$ cat src/adc_ctrl_consts.vh
// Constants for the converter control block: register offsets, field positions, resets, timing.
// Included by the control block and its result store; definitions only.
`ifndef ADC_CTRL_CONSTS_VH
`define ADC_CTRL_CONSTS_VH

// Register offsets (8-bit registers on a plain port)
`define OFS_SC1        3'h0
`define OFS_SC2        3'h1
`define OFS_RES_HI     3'h2
`define OFS_RES_LO     3'h3
`define OFS_CMP_HI     3'h4
`define OFS_CMP_LO     3'h5
`define OFS_CFG        3'h6
`define OFS_SYSOPT     3'h7

// Control register one fields
`define SC1_DONE_BIT   7
`define SC1_IEN_BIT    6
`define SC1_CONT_BIT   5
`define SC1_CH_HI      4
`define SC1_CH_LO      0

// Control register two fields
`define SC2_ACT_BIT    7
`define SC2_TRG_BIT    6
`define SC2_CFE_BIT    5
`define SC2_CGT_BIT    4

// Configuration field: resolution mode in bits 3:2
`define CFG_MODE_HI    3
`define CFG_MODE_LO    2
`define MODE_8         2'h0
`define MODE_12        2'h1
`define MODE_10        2'h2

// System options: trigger source select bit
`define SYSOPT_TSS_BIT 0

// Channel codes
`define CH_DISABLED    5'h1f
`define CH_REFH        5'h1d
`define CH_REFL        5'h1e

// Reset values
`define SC1_RESET      8'h1f
`define SC2_RESET      8'h00
`define CFG_RESET      8'h00
`define SYSOPT_RESET   8'h00

// Conversion time in ns as a nominal figure; not used by the core model, which answers after DLY cycles
`define CONV_TIME_NS   2000
`define CLK_PERIOD_NS  8

`endif

$ cat src/result_store.v
// Result store: holds the converted result and its high/low register images.
// Assumes the control block gives one-cycle load pulses and read pulses.
`timescale 1ns/1ps
`include "adc_ctrl_consts.vh"

module result_store #(
  parameter WIDTH = 12
) (
  // Clock and reset
  input  wire             clock,
  input  wire             srst,
  // Load from converter
  input  wire             load,
  input  wire [WIDTH-1:0] load_data,
  input  wire [1:0]       mode,
  // Register reads
  input  wire             rd_hi,
  input  wire             rd_lo,
  output reg  [7:0]       hi_r,
  output reg  [7:0]       lo_r
);

  reg lock_r;
  reg [WIDTH-1:0] fmt;

  // Right-justify to the chosen resolution, upper bits cleared
  always @* begin
    case (mode)
      `MODE_12: fmt = load_data;
      `MODE_10: fmt = {2'h0, load_data[WIDTH-1:2]};
      default:  fmt = {4'h0, load_data[WIDTH-1:4]};
    endcase
  end

  // Reading the high byte locks the store until the low byte is read; 8-bit mode has no lock
  always @(posedge clock) begin
    if (srst) begin
      hi_r   <= 8'h00;
      lo_r   <= 8'h00;
      lock_r <= 1'b0;
    end else begin
      if (rd_lo)
        lock_r <= 1'b0;
      else if (rd_hi && mode != `MODE_8)
        lock_r <= 1'b1;
      if (load && !(lock_r && !rd_lo)) begin
        hi_r <= {4'h0, fmt[11:8]};
        lo_r <= fmt[7:0];
      end
    end
  end

endmodule

$ cat src/adc_conversion_control.v
// Conversion control: trigger selection, start and abort, single and continuous runs,
// done flag and interrupt, compare, power-down. Registers on a plain 8-bit port.
// Assumes the analog core answers each start with a done pulse and a 12-bit result.
//
// Chosen here: the plain strobed port and the register addresses.
`timescale 1ns/1ps
`include "adc_ctrl_consts.vh"

module adc_conversion_control #(
  parameter RES_W = 12
) (
  // Clock and reset
  input  wire             clock,
  input  wire             srst,
  // Register port
  input  wire [2:0]       addr,
  input  wire [7:0]       wdata,
  input  wire             wr,
  input  wire             rd,
  output reg  [7:0]       rdata_r,
  // Trigger sources
  input  wire             rtc_overflow,
  input  wire             irq_pin,
  // Analog core
  output reg              conv_start_r,
  output reg              conv_abort_r,
  output reg  [4:0]       channel_select_r,
  output reg              core_power_r,
  input  wire             conv_done,
  input  wire [RES_W-1:0] conv_result,
  // Interrupt
  output reg              done_irq_r
);

  // Registers
  reg [7:0] conv_status_control_one_r;
  reg [7:0] sc2_r;
  reg [7:0] cfg_r;
  reg [7:0] system_options_reg_two_r;
  reg [7:0] cmp_hi_r;
  reg [7:0] cmp_lo_r;
  reg       conv_active_r;
  reg       trig_s1_r;
  reg       trig_s2_r;
  reg       trig_s3_r;
  reg       run_armed_r;

  wire [7:0] res_hi;
  wire [7:0] res_lo;

  wire wr_sc1 = wr && addr == `OFS_SC1;
  wire rd_lo  = rd && addr == `OFS_RES_LO;
  wire rd_hi  = rd && addr == `OFS_RES_HI;

  wire       done_flag   = conv_status_control_one_r[`SC1_DONE_BIT];
  wire       irq_en      = conv_status_control_one_r[`SC1_IEN_BIT];
  wire       continuous  = conv_status_control_one_r[`SC1_CONT_BIT];
  wire [4:0] channel     = conv_status_control_one_r[`SC1_CH_HI:`SC1_CH_LO];
  wire       hw_mode     = sc2_r[`SC2_TRG_BIT];
  wire       cmp_en      = sc2_r[`SC2_CFE_BIT];
  wire       cmp_ge      = sc2_r[`SC2_CGT_BIT];
  wire [1:0] mode        = cfg_r[`CFG_MODE_HI:`CFG_MODE_LO];

  // Trigger source mux; the core keeps counting in low-power modes so no mode gating here
  wire hw_conv_trigger = system_options_reg_two_r[`SYSOPT_TSS_BIT] ? irq_pin : rtc_overflow;

  // Two-stage synchroniser plus edge stage; the first stage feeds only the second
  always @(posedge clock) begin
    if (srst) begin
      trig_s1_r <= 1'b0;
      trig_s2_r <= 1'b0;
      trig_s3_r <= 1'b0;
    end else begin
      trig_s1_r <= hw_conv_trigger;
      trig_s2_r <= trig_s1_r;
      trig_s3_r <= trig_s2_r;
    end
  end

  wire hw_edge = trig_s2_r && !trig_s3_r;

  // Compare on the resolution-scaled result
  reg [11:0] res_scaled;
  reg [11:0] cmp_val;
  always @* begin
    case (mode)
      `MODE_12: begin
        res_scaled = conv_result;
        cmp_val    = {cmp_hi_r[3:0], cmp_lo_r};
      end
      `MODE_10: begin
        res_scaled = {2'h0, conv_result[RES_W-1:2]};
        cmp_val    = {2'h0, cmp_hi_r[1:0], cmp_lo_r};
      end
      default: begin
        res_scaled = {4'h0, conv_result[RES_W-1:4]};
        cmp_val    = {4'h0, cmp_lo_r};
      end
    endcase
  end

  wire cmp_true = cmp_ge ? (res_scaled >= cmp_val) : (res_scaled < cmp_val);
  wire finish   = conv_done && conv_active_r && !wr_sc1;
  wire accept   = finish && (!cmp_en || cmp_true);

  // Start decision: software start on a write, hardware start on a trigger edge
  wire wr_ch_ok = wdata[`SC1_CH_HI:`SC1_CH_LO] != `CH_DISABLED;
  wire sw_start = wr_sc1 && !hw_mode && wr_ch_ok;
  wire hw_start = !wr_sc1 && hw_mode && hw_edge && channel != `CH_DISABLED && !conv_active_r;
  wire repeat_start = finish && continuous && run_armed_r && channel != `CH_DISABLED;

  // Control one: a write clears the done flag and wins over its set; the set wins over the low-byte read clear in the same cycle
  always @(posedge clock) begin
    if (srst) begin
      conv_status_control_one_r <= `SC1_RESET;
    end else begin
      if (wr_sc1)
        conv_status_control_one_r <= {1'b0, wdata[6:0]};
      else if (accept)
        conv_status_control_one_r[`SC1_DONE_BIT] <= 1'b1;
      else if (rd_lo)
        conv_status_control_one_r[`SC1_DONE_BIT] <= 1'b0;
    end
  end

  // Other writable registers
  always @(posedge clock) begin
    if (srst) begin
      sc2_r                    <= `SC2_RESET;
      cfg_r                    <= `CFG_RESET;
      system_options_reg_two_r <= `SYSOPT_RESET;
      cmp_hi_r                 <= 8'h00;
      cmp_lo_r                 <= 8'h00;
    end else if (wr) begin
      case (addr)
        `OFS_SC2:    sc2_r <= {1'b0, wdata[6:4], 2'h0, wdata[1:0]};
        `OFS_CFG:    cfg_r <= wdata;
        `OFS_SYSOPT: system_options_reg_two_r <= wdata;
        `OFS_CMP_HI: cmp_hi_r <= wdata;
        `OFS_CMP_LO: cmp_lo_r <= wdata;
        default:     ;
      endcase
    end
  end

  // Conversion sequencing: active flag, arm for continuous runs, core start and abort
  always @(posedge clock) begin
    if (srst) begin
      conv_active_r    <= 1'b0;
      run_armed_r      <= 1'b0;
      conv_start_r     <= 1'b0;
      conv_abort_r     <= 1'b0;
      channel_select_r <= `CH_DISABLED;
      core_power_r     <= 1'b0;
    end else begin
      conv_start_r <= 1'b0;
      conv_abort_r <= 1'b0;
      if (wr_sc1) begin
        conv_abort_r     <= conv_active_r;
        conv_active_r    <= sw_start;
        run_armed_r      <= sw_start;
        conv_start_r     <= sw_start;
        channel_select_r <= wdata[`SC1_CH_HI:`SC1_CH_LO];
        core_power_r     <= sw_start;
      end else if (hw_start || repeat_start) begin
        conv_active_r    <= 1'b1;
        run_armed_r      <= 1'b1;
        conv_start_r     <= 1'b1;
        channel_select_r <= channel;
        core_power_r     <= 1'b1;
      end else if (finish) begin
        conv_active_r <= 1'b0;
        run_armed_r   <= continuous && hw_mode ? 1'b0 : run_armed_r;
        core_power_r  <= 1'b0;
      end
    end
  end

  // Interrupt level follows the done flag, set in the same cycle as the flag, while enable is high
  always @(posedge clock) begin
    if (srst)
      done_irq_r <= 1'b0;
    else
      done_irq_r <= (done_flag || (accept && !wr_sc1)) && irq_en && !(wr_sc1 || (rd_lo && !accept));
  end

  // Result store only updates on accepted conversions
  result_store #(
    .WIDTH(RES_W)
  ) u_store (
    .clock     (clock),
    .srst      (srst),
    .load      (accept),
    .load_data (conv_result),
    .mode      (mode),
    .rd_hi     (rd_hi),
    .rd_lo     (rd_lo),
    .hi_r      (res_hi),
    .lo_r      (res_lo)
  );

  // Read data, one cycle after the strobe; unmapped reads give zero
  always @(posedge clock) begin
    if (srst) begin
      rdata_r <= 8'h00;
    end else if (rd) begin
      case (addr)
        `OFS_SC1:    rdata_r <= conv_status_control_one_r;
        `OFS_SC2:    rdata_r <= {conv_active_r, sc2_r[6:0]};
        `OFS_RES_HI: rdata_r <= res_hi;
        `OFS_RES_LO: rdata_r <= res_lo;
        `OFS_CMP_HI: rdata_r <= cmp_hi_r;
        `OFS_CMP_LO: rdata_r <= cmp_lo_r;
        `OFS_CFG:    rdata_r <= cfg_r;
        `OFS_SYSOPT: rdata_r <= system_options_reg_two_r;
        default:     rdata_r <= 8'h00;
      endcase
    end else begin
      rdata_r <= 8'h00;
    end
  end

endmodule

$ cat config.mk
export PLATFORM = sky130hd
export DESIGN_NAME = adc_conversion_control
export DESIGN_NICKNAME = d
export VERILOG_FILES = /design/src/result_store.v /design/src/adc_conversion_control.v
export VERILOG_INCLUDE_DIRS = /design/src
export SDC_FILE = /design/constraint.sdc
export NUM_CORES = 1
export LEC_CHECK = 0
export BUFFER_PORTS_ARGS = -buffer_cell sky130_fd_sc_hd__buf_2
export CORE_ASPECT_RATIO = 1.4
export CORE_MARGIN = 5
export CORE_UTILIZATION = 52
export CTS_CLUSTER_SIZE = 28
export DETAILED_ROUTE_END_ITERATION = 6
export GPL_ROUTABILITY_DRIVEN = 1
export GPL_TIMING_DRIVEN = 0
export PLACE_DENSITY = 0.72
export SETUP_SLACK_MARGIN = 0.5
export SKIP_CTS_REPAIR_TIMING = 1
export SYNTH_ARGS = -nofsm -noshare
export SYNTH_HDL_FRONTEND = slang
export SYNTH_SLANG_ARGS = --single-unit
$ cat constraint.sdc
create_clock -name clock -period 2.97 [get_ports clock]
set_input_delay 0.4455 -clock clock [delete_from_list [all_inputs] [get_ports clock]]
set_output_delay 0.4455 -clock clock [all_outputs]
set_load 0.02 [all_outputs]
Word-level counts from Yosys, hierarchy flattened. Cells that the tools add are included.

Output and inout bits: 17. Input bits: 30. Word-level logic and storage cells: 106. Register bits: 79.

Order comparisons: 2. Bitwise operators: 2. Mux-type cells: 18. Equality and inequality tests: 11. Reduce and logical (&&, ||, !) cells: 53.

Operators with widths (number): case mux 8 bit (8 select lines) (1); case mux 12 bit (2 select lines) (2); logical AND 1 bit (24); 2-to-1 mux 1 bit (13); == test 3 bit, second input constant (4); >= comparator 12 bit (1); < comparator 12 bit (1); AND reduction 2 bit (6); 2-to-1 mux 5 bit (2); inequality test 5 bit, second input constant (2); zero test 1 bit (9); OR reduction 2 bit (4); == test 3 x 2 -> 1 bit, second input constant (2); nonzero test 2 bit (3); nonzero test 3 bit (2); logical OR 1 bit (4); == test 3 x 1 -> 1 bit, second input constant (1); zero test 3 bit (1); == test 2 x 1 -> 1 bit, second input constant (1); == test 2 bit, second input constant (1); inverter 1 bit (2).

Logic depth before layout (Yosys ltp). Gate-level depths: netlist of run 1.

Depth in word-level cells: 11. Gate-level depth with buffers: 14. Gate-level depth less buffers: 12.

Hierarchy. From an unflattened synthesis of run 1, not the netlist that was laid out.

Cell total of the unflattened synthesis: 520. Area, all modules: 4304.1 um^2.

Modules (own cells, without submodules): adc_conversion_control (sequential area each 1321.3 um^2, instances 1, cells each 425, area an instance 3470.8 um^2); result_store (sequential area each 260.2 um^2, instances 1, cells each 95, area an instance 833.3 um^2).

Least setup slack after synthesis of run 1. Ideal clock, no wire load.

Path kind: flip-flop to flip-flop. Start point: reg cfg_r[2]. End point: reg u_store.hi_r[2]. Required time: 2.853 ns. Library setup time: 0.117 ns. Stages on the path, launching flop included: 14. Buffers on the path: 2. Arrival: 2.641 ns. Path slack: 0.212 ns. Period minus slack after synthesis: 2.758 ns. Cells stage by stage: dfxtp_1 > inv_1 > ha_1 > clkbuf_1 > o21a_1 > nand2_1 > ha_1 > nand4_1 > nor2_1 > o2bb2ai_1 > a311o_1 > and3_4 > buf_6 > a22o_1.

Cells in the longest elaborated chain, start to end: 7. Elaborated cells between the ends (all ways): 10. Those cells by class: 2 x order compare; 2 x eq/ne; 3 x mux; 3 x reduce/logical.

Ends and longest elaborated chain: start, declared (line adc_conversion_control.v:38) `reg [7:0] cfg_r;`; start signal, assigned (line adc_conversion_control.v:130) `` cfg_r <= `CFG_RESET; ``; start signal, assigned (line adc_conversion_control.v:137) `` `OFS_CFG: cfg_r <= wdata; ``; == test 2 bit / == test 2 x 1 -> 1 bit (equally long branches) (line result_store.v:28, adc_conversion_control.v:86); case mux 12 bit (2 select lines) (on tied branches) (line result_store.v:28, adc_conversion_control.v:86); < comparator 12 bit / >= comparator 12 bit (equally long branches) (line adc_conversion_control.v:102) `wire cmp_true = cmp_ge ? (res_scaled >= cmp_val) : (res_scaled < cmp_val);`; 2-to-1 mux 1 bit (line adc_conversion_control.v:102); logical OR 1 bit (line adc_conversion_control.v:104) `wire accept = finish && (!cmp_en || cmp_true);`; logical AND 1 bit (line adc_conversion_control.v:104); logical AND 1 bit (line result_store.v:46) `if (load && !(lock_r && !rd_lo)) begin`; end signal, assigned (line result_store.v:47) `hi_r <= {4'h0, fmt[11:8]};`; end, declared (line result_store.v:19) `output reg [7:0] hi_r,`.

Parallel ways exist; a longest one is shown, timed or not. A chain may end at the register's enable or synchronous reset.

Worst setup path after layout of run 1.
Start point: reg cfg_r[2]. End point: reg conv_status_control_one_r[7].

Cells in the longest elaborated chain, start to end: 7. Elaborated cells between the ends (all ways): 11. Those cells by class: 2 x order compare; 2 x eq/ne; 4 x mux; 3 x reduce/logical.

Ends and longest elaborated chain: == test 2 bit / == test 2 x 1 -> 1 bit (equally long branches) (line adc_conversion_control.v:86) `case (mode)`; case mux 12 bit (2 select lines) (*) (line adc_conversion_control.v:86); via res_scaled[7] (line adc_conversion_control.v:83) `reg [11:0] res_scaled;`; < comparator 12 bit / >= comparator 12 bit (equally long branches) (line adc_conversion_control.v:102); 2-to-1 mux 1 bit (*) (line adc_conversion_control.v:102); logical OR 1 bit (*) (line adc_conversion_control.v:104); logical AND 1 bit (*) (line adc_conversion_control.v:104); 2-to-1 mux 1 bit / nonzero test 2 bit (equally long branches); end signal, assigned (line adc_conversion_control.v:115) `` conv_status_control_one_r <= `SC1_RESET; ``; end signal, assigned (line adc_conversion_control.v:118) `conv_status_control_one_r <= {1'b0, wdata[6:0]};`; end, declared (line adc_conversion_control.v:36) `reg [7:0] conv_status_control_one_r;`.

Mark *: on every way through the listed nets, which the timed path passes. The rest lies on a longest branch.

==> flow_summary.toml, run 1 <==
[finish]
areaGrowthSynthToFinish_pct = 19.97
layout-drive-gt1-share = 0.2331
postLayoutCoreUtil = 0.6287
design.final.nets = 572
filler_cell_count = 676
antenna_cells_inserted = 0

[route]
finalWirelength_um = 11500
drt.antenna.violating_nets = 0
detailroute.via_count = 3702
route.detailed.vias_per_inst = 5.886
first_pass_iters = 5
wl_per_cell_um = 18.28
drc = 0
drt-initial-drc-count = 280

[timing]
setup_repair_after_global_routing_missed_its_margin = "yes"
setup_viol = 0
timing.max_slew.rel_slack = 0.5899
fin_crit_ps = 2850
holdWs_ps = 331.3
drv_slew = 0
clock-skew-final_ps = 7.160
final_min_period_over_clock_period = 0.9597
final_hold_viol_count = 0
timing.final.ws_setup_ps = 119.8
max_slew.worst_pin.slew_ps = 611.8
achievable_clock_frequency_mhz = 350.9

[place]
post_detail_place_hpwl_um = 8518
routabilityCongestion = 0.8990
numPortBuffers = 43
preCtsSetupSlack_ps = 64.29

[global_routing]
globalRouteTotalUtil = 0.2565
routing_usage_on_met2 = 0.4186
gr-max-usage-layer = "met2"
grt_overflow = 0
grt_antenna_before_repair = 0
grtUsageMet3 = 0.04228
gr-usage-met1 = 0.3164
grt_pass1_wl_um = 17980
grt_start_max_net_pins = 16
number_of_global_route_vias_before_repair = 3559

[yosys]
synth_enable_flop_cells = 0
post_synth.cell_area_avg_um2 = 8.191
netlist_instances = 465
post-synth-top-area-cell = "dfxtp_1"
synth_flop_cell = "dfxtp_1"
library_cell_with_the_highest_instance_count_after_synthesis = "nand2_1"
synth.distinct_cells = 46
yosys-top-cells-count = "101 x nand2_1, 79 x dfxtp_1, 56 x a21oi_1, 35 x nor2_1"
syn_nets = 510
yosys.area.top_type_share = 0.4152
async_reset_ff_frac = 0
synth.ff_latch_count = 79
ys_top_cells_by_area = "dfxtp_1 42%, nand2_1 10%, a21oi_1 7.4%"
seq_area_frac_synth = 0.4152
synthesis.area_um2 = 3809
yosys_warnings = 0

[run]
max-cap-violations = 0

[worst_setup_path]
timing.critical_path.required_ps = 3200
worstSetupStartpoint = "cfg_r[2]"
worst_setup_path_start_kind = "flip-flop"
timing.setup.critical_path_class = "reg2reg"
worst_r2r_start = "cfg_r[2]"
critical_path.max_fanout = 10
arrival_ps = 3080
critPathCaptureType = "flip-flop"

[floorplan]
die_h_um = 111.3
number_of_primary_i_o_pins = 47
die_w_um = 82.33
area_of_the_core_region_um2 = 7268
floorplan.initialDensity = 0.5240
fp.dieArea_um2 = 9160
rows = 37

[min_path]
holdCritPathClass = "in2reg"
min_from = "rtc_overflow"

[clocking]
cts_tree = "yes"
clk_pin_slew_ps = 80
cts_inserted_buffers = 9
cts.root.buffer_cell = "clkbuf_8"
cts_num_sinks = 79
clk_latency_ps = 350
max-clock-path-buffers = 2
h-tree-depth = 3

[power_and_ir_drop]
static-leakage-power_uw = 0.001694
vdd_drop_max_v = 0.0003382
power.density_nw_per_um2 = 458.8

[run_status]
status = "complete, no violations"
==> power breakdown <==
group	total [uW]	leakage, uW	switching [uW]	internal [uW]
clock	737	0.0000832	425	312
combinational	265	0.000970	168	97.4
sequential	1090	0.000641	15.3	1080
total	2100	0.00169	608	1490
==> through the flow <==
step	instance area (um2)	std cells	TNS [ps]	total power [uW]
final	4569	629	0	2096
after global routing	4569	629	-27.95	2176
after CTS	4427	621	0	2079
after detailed placement	4248	605	0	1359
after global placement	4248	605	0	1352
after floorplan	3911	465	0	1266
==> flip-flops by register name, summed over array words and instances (netlist names), 4 cells and up <==
signal,flops
cfg_r,8
cmp_hi_r,8
cmp_lo_r,8
conv_status_control_one_r,8
rdata_r,8
system_options_reg_two_r,8
u_store.lo_r,8
channel_select_r,5
sc2_r,5
u_store.hi_r,4
==> cell families after synthesis <==
logic type,synth area share
flip-flops,0.4152
AND/OR/NAND/NOR,0.2224
adder cells (fa/ha/maj),0.04928
buffers and inverters,0.04336
AO/OA/AOI/OAI,0.2040
multiplexers,0.06570
==> routing by layer <==
| layer | share of wire | wire length [um] |
|---|---|---|
| met5 | 0 | 0 |
| met4 | 0.055 | 627 |
| met3 | 0.059 | 679 |
| met2 | 0.50 | 5705 |
| met1 | 0.39 | 4487 |
==> placed cells by master, fill, tap and decap left out, types with 4 or more instances in the layout <==
cell type  count
nor3_2         4
nand4_1        5
nand2b_1       7
nor2_1        31
or2_2          5
o21ai_0       14
clkbuf_8      10
a22o_1        12
nor2b_1        5
a22oi_2        5
nand3_1       13
clkbuf_1       9
mux2i_1       16
dfxtp_1       77
inv_1         12
buf_4          8
ha_1          12
nor3_1         4
a22oi_1        5
nand2_1      101
a21oi_1       50
a21oi_2        8
mux4_2         4
buf_2         49
==> critical path: stages, from the launching register on <==
cell,delay (ps)
dfxtp_4,390
inv_4,50
ha_4,160
buf_8,140
a22oi_2,200
a21oi_2,90
ha_1,320
nand4_1,160
nor2_1,190
o2bb2ai_2,100
a311o_1,380
buf_4,160
a32oi_1,300
nor3_1,80
==> layout make-up <==
cell class	count	area (um2)	area share
Sequential cell	79	1589	0.3478
Inverter	17	66.31	0.01451
Buffer	22	148.9	0.03258
Multi-Input combinational cell	347	2190	0.4792
Clock inverter	7	55.05	0.01205
Tap cell	97	121.4	0.02656
Clock buffer	9	123.9	0.02711
Timing Repair Buffer	51	275.3	0.06024
==> worst paths after layout <==
check	cells after the start	endpoint	slack [ps]
max	13	conv_status_control_one_r[7]	120
min reg2reg	2	cmp_hi_r[6]	460
min	3	trig_s1_r	330
max reg2reg	13	conv_status_control_one_r[7]	120
Power figures use the tool's default switching activity.
==> run 2: changes to the inputs <==
--- a/config.mk
+++ b/config.mk
@@ -15,7 +15,6 @@
 export GPL_ROUTABILITY_DRIVEN = 1
 export GPL_TIMING_DRIVEN = 0
 export PLACE_DENSITY = 0.72
-export SETUP_SLACK_MARGIN = 0.5
 export SKIP_CTS_REPAIR_TIMING = 1
 export SYNTH_ARGS = -nofsm -noshare
 export SYNTH_HDL_FRONTEND = slang
==> constraint.sdc (replaced) <==
create_clock -name clock -period 2.6 [get_ports clock]
set_input_delay 0.39 -clock clock [delete_from_list [all_inputs] [get_ports clock]]
set_output_delay 0.39 -clock clock [all_outputs]
set_load 0.02 [all_outputs]
==> flow_summary.toml, run 2 (same netlist as run 1, synthesis figures left out) <==
[run]
max-cap-violations = 0

[floorplan]
fp.dieArea_um2 = 9160
rows = 37
die_w_um = 82.33
number_of_primary_i_o_pins = 47
floorplan.initialDensity = 0.5240
area_of_the_core_region_um2 = 7268
die_h_um = 111.3

[global_routing]
grtUsageMet3 = 0.05854
gr-max-usage-layer = "met2"
gr-usage-met1 = 0.3080
globalRouteTotalUtil = 0.2545
grt_antenna_before_repair = 0
number_of_global_route_vias_before_repair = 3382
grt_pass1_wl_um = 17500
grt_start_max_net_pins = 13
routing_usage_on_met2 = 0.4154
grt_overflow = 0

[place]
numPortBuffers = 43
post_detail_place_hpwl_um = 8489
routabilityCongestion = 0.8911
placed_cell_area_um2 = 4244

[route]
finalWirelength_um = 11420
route.detailed.vias_per_inst = 5.786
detailroute.via_count = 3628
drt.antenna.violating_nets = 0
drc = 0
wl_per_cell_um = 18.22
first_pass_iters = 5
drt-initial-drc-count = 250

[timing]
final_hold_viol_count = 0
max_slew.worst_pin.slew_ps = 664.9
timing.final.ws_setup_ps = -219.8
clock-skew-final_ps = 16.21
achievable_clock_frequency_mhz = 354.6
timing.max_slew.rel_slack = 0.5543
setup_repair_after_global_routing_missed_its_margin = "yes"
fin_crit_ps = 2820
setup_viol = 14
totalNegativeSetupSlack_ps = -2589
final_min_period_over_clock_period = 1.085
drv_slew = 0

[power_and_ir_drop]
vdd_drop_max_v = 0.0004629
power_switching_uw = 647.4
power_report.internal_total_uw = 1824
p_seq_frac = 0.506
power.switching_fraction = 0.2620
static-leakage-power_uw = 0.001714
share_clk_of_total_power = 0.373
portion_of_total_power_attributed_to_combinational_logic = 0.121
power.density_nw_per_um2 = 537.1

[worst_setup_path]
worst_r2r_start = "cfg_r[2]"
timing.reg2reg.worst_path_depth = 13
critical-path-top-delay-family = "compound AO/OA/AOI/OAI gates"
worst_setup_path_start_kind = "flip-flop"
timing.critical_path.required_ps = 2850
timing.setup.critical_path_class = "reg2reg"
worstReg2RegEnd = "u_store.hi_r[1]"
cp_slowest_stage_delay_ps = 400
critical_path.max_fanout = 10
critical-path-slowest-cell = "a311o_1"
critPathCaptureType = "flip-flop"
cp_cell_sequence = "inv_4 -> ha_4 -> buf_8 -> nor2_2 -> a21oi_2 -> ha_1 -> nand4_1 -> nor2_1 -> o2bb2ai_2 -> a311o_1 -> and3_4 -> buf_6 -> a22o_1"
arrival_ps = 3070
reg2reg_setup_slack_ps = -220
worstPathBufferInverterCount = 3

[finish]
layout_commonest_cell = "nand2_1"
layout-drive-gt1-share = 0.2283
postLayoutCoreUtil = 0.6332
areaGrowthSynthToFinish_pct = 20.83
filler_cell_count = 642
postLayoutCellArea_um2 = 4602
mostFrequentLayoutCells = "101 x nand2_1, 77 x dfxtp_1, 50 x a21oi_1, 49 x buf_2, 32 x nor2_1"
antenna_cells_inserted = 0
design.final.nets = 570

[min_path]
min_from = "rtc_overflow"
worstHoldEndpoint = "trig_s1_r"
hold-path-cell-count = 3
holdCritPathClass = "in2reg"

[clocking]
h-tree-depth = 3
clk_latency_ps = 370
cts_inserted_buffers = 9
cts.root.buffer_cell = "clkbuf_8"
clk_pin_slew_ps = 80
max-clock-path-buffers = 2
cts_num_sinks = 79
cts_tree = "yes"

[run_status]
violations = "setup timing"
status = "complete, but fails checks"
-- run 2: cell types whose count changed in the layout (fill, tap and decap cells not counted), moves of 2 or more --
cell	before	now
clkinv_2	0	2
inv_6	3	0
clkbuf_16	0	2
buf_4	8	5
clkbuf_8	10	13
clkinvlp_4	3	0
-- run 2: metrics by stage --
| stage | hold WS [ps] | cells | setup WS (ps) | power, uW |
|---|---|---|---|---|
| floorplan | 413.8 | 465 | -16.30 | 1445 |
| global placement | 442.9 | 605 | -255.6 | 1544 |
| detailed placement | 447.5 | 605 | -298.6 | 1550 |
| CTS | 258.9 | 621 | -314.8 | 2448 |
| global route | 290.3 | 627 | -317.3 | 2569 |
| finish | 256.3 | 627 | -219.8 | 2471 |
-- run 2: worst max path at each step --
stage | end | depth (start not counted) | start | slack [ps]
after floorplan | u_store.hi_r[2] | 13 | cfg_r[2] | -20
after global placement | u_store.lo_r[7] | 12 | cfg_r[3] | -260
after detailed placement | u_store.hi_r[1] | 12 | cfg_r[3] | -300
after CTS | u_store.lo_r[6] | 12 | cfg_r[3] | -310
after global routing | u_store.lo_r[1] | 13 | cfg_r[2] | -320
final | u_store.hi_r[1] | 13 | cfg_r[2] | -220
-- run 2: routing by layer --
metal | share of wire | vias to the layer above | wire length, um
met4 | 0.043 | 0 | 487
met5 | 0 | - | 0
met1 | 0.40 | 1695 | 4535
met3 | 0.065 | 36 | 747
met2 | 0.49 | 139 | 5651
li1 | - | 1758 | -
-- run 2: tightest hold or removal path: stages --
cell and delay (ps):
buf_2 70, mux2i_1 50, nor2_1 70
-- run 2: power groups by stage --
stage                     Sequential [uW]  Clock (uW)  Combinational [uW]
after floorplan                      1280           0                 168
after global placement               1280           0                 267
after detailed placement             1280           0                 273
after CTS                            1250         925                 274
after global routing                 1250         992                 324
final                                1250         922                 300
-- run 2: layout make-up --
class / count / area [um2] / share of cell area
Multi-Input combinational cell: 347 / 2195 / 0.4769
Sequential cell: 79 / 1589 / 0.3453
Timing Repair Buffer: 49 / 277.8 / 0.06036
Clock buffer: 14 / 193.9 / 0.04214
Buffer: 22 / 148.9 / 0.03235
Tap cell: 97 / 121.4 / 0.02637
Inverter: 17 / 66.31 / 0.01441
Clock inverter: 2 / 10.01 / 0.002175
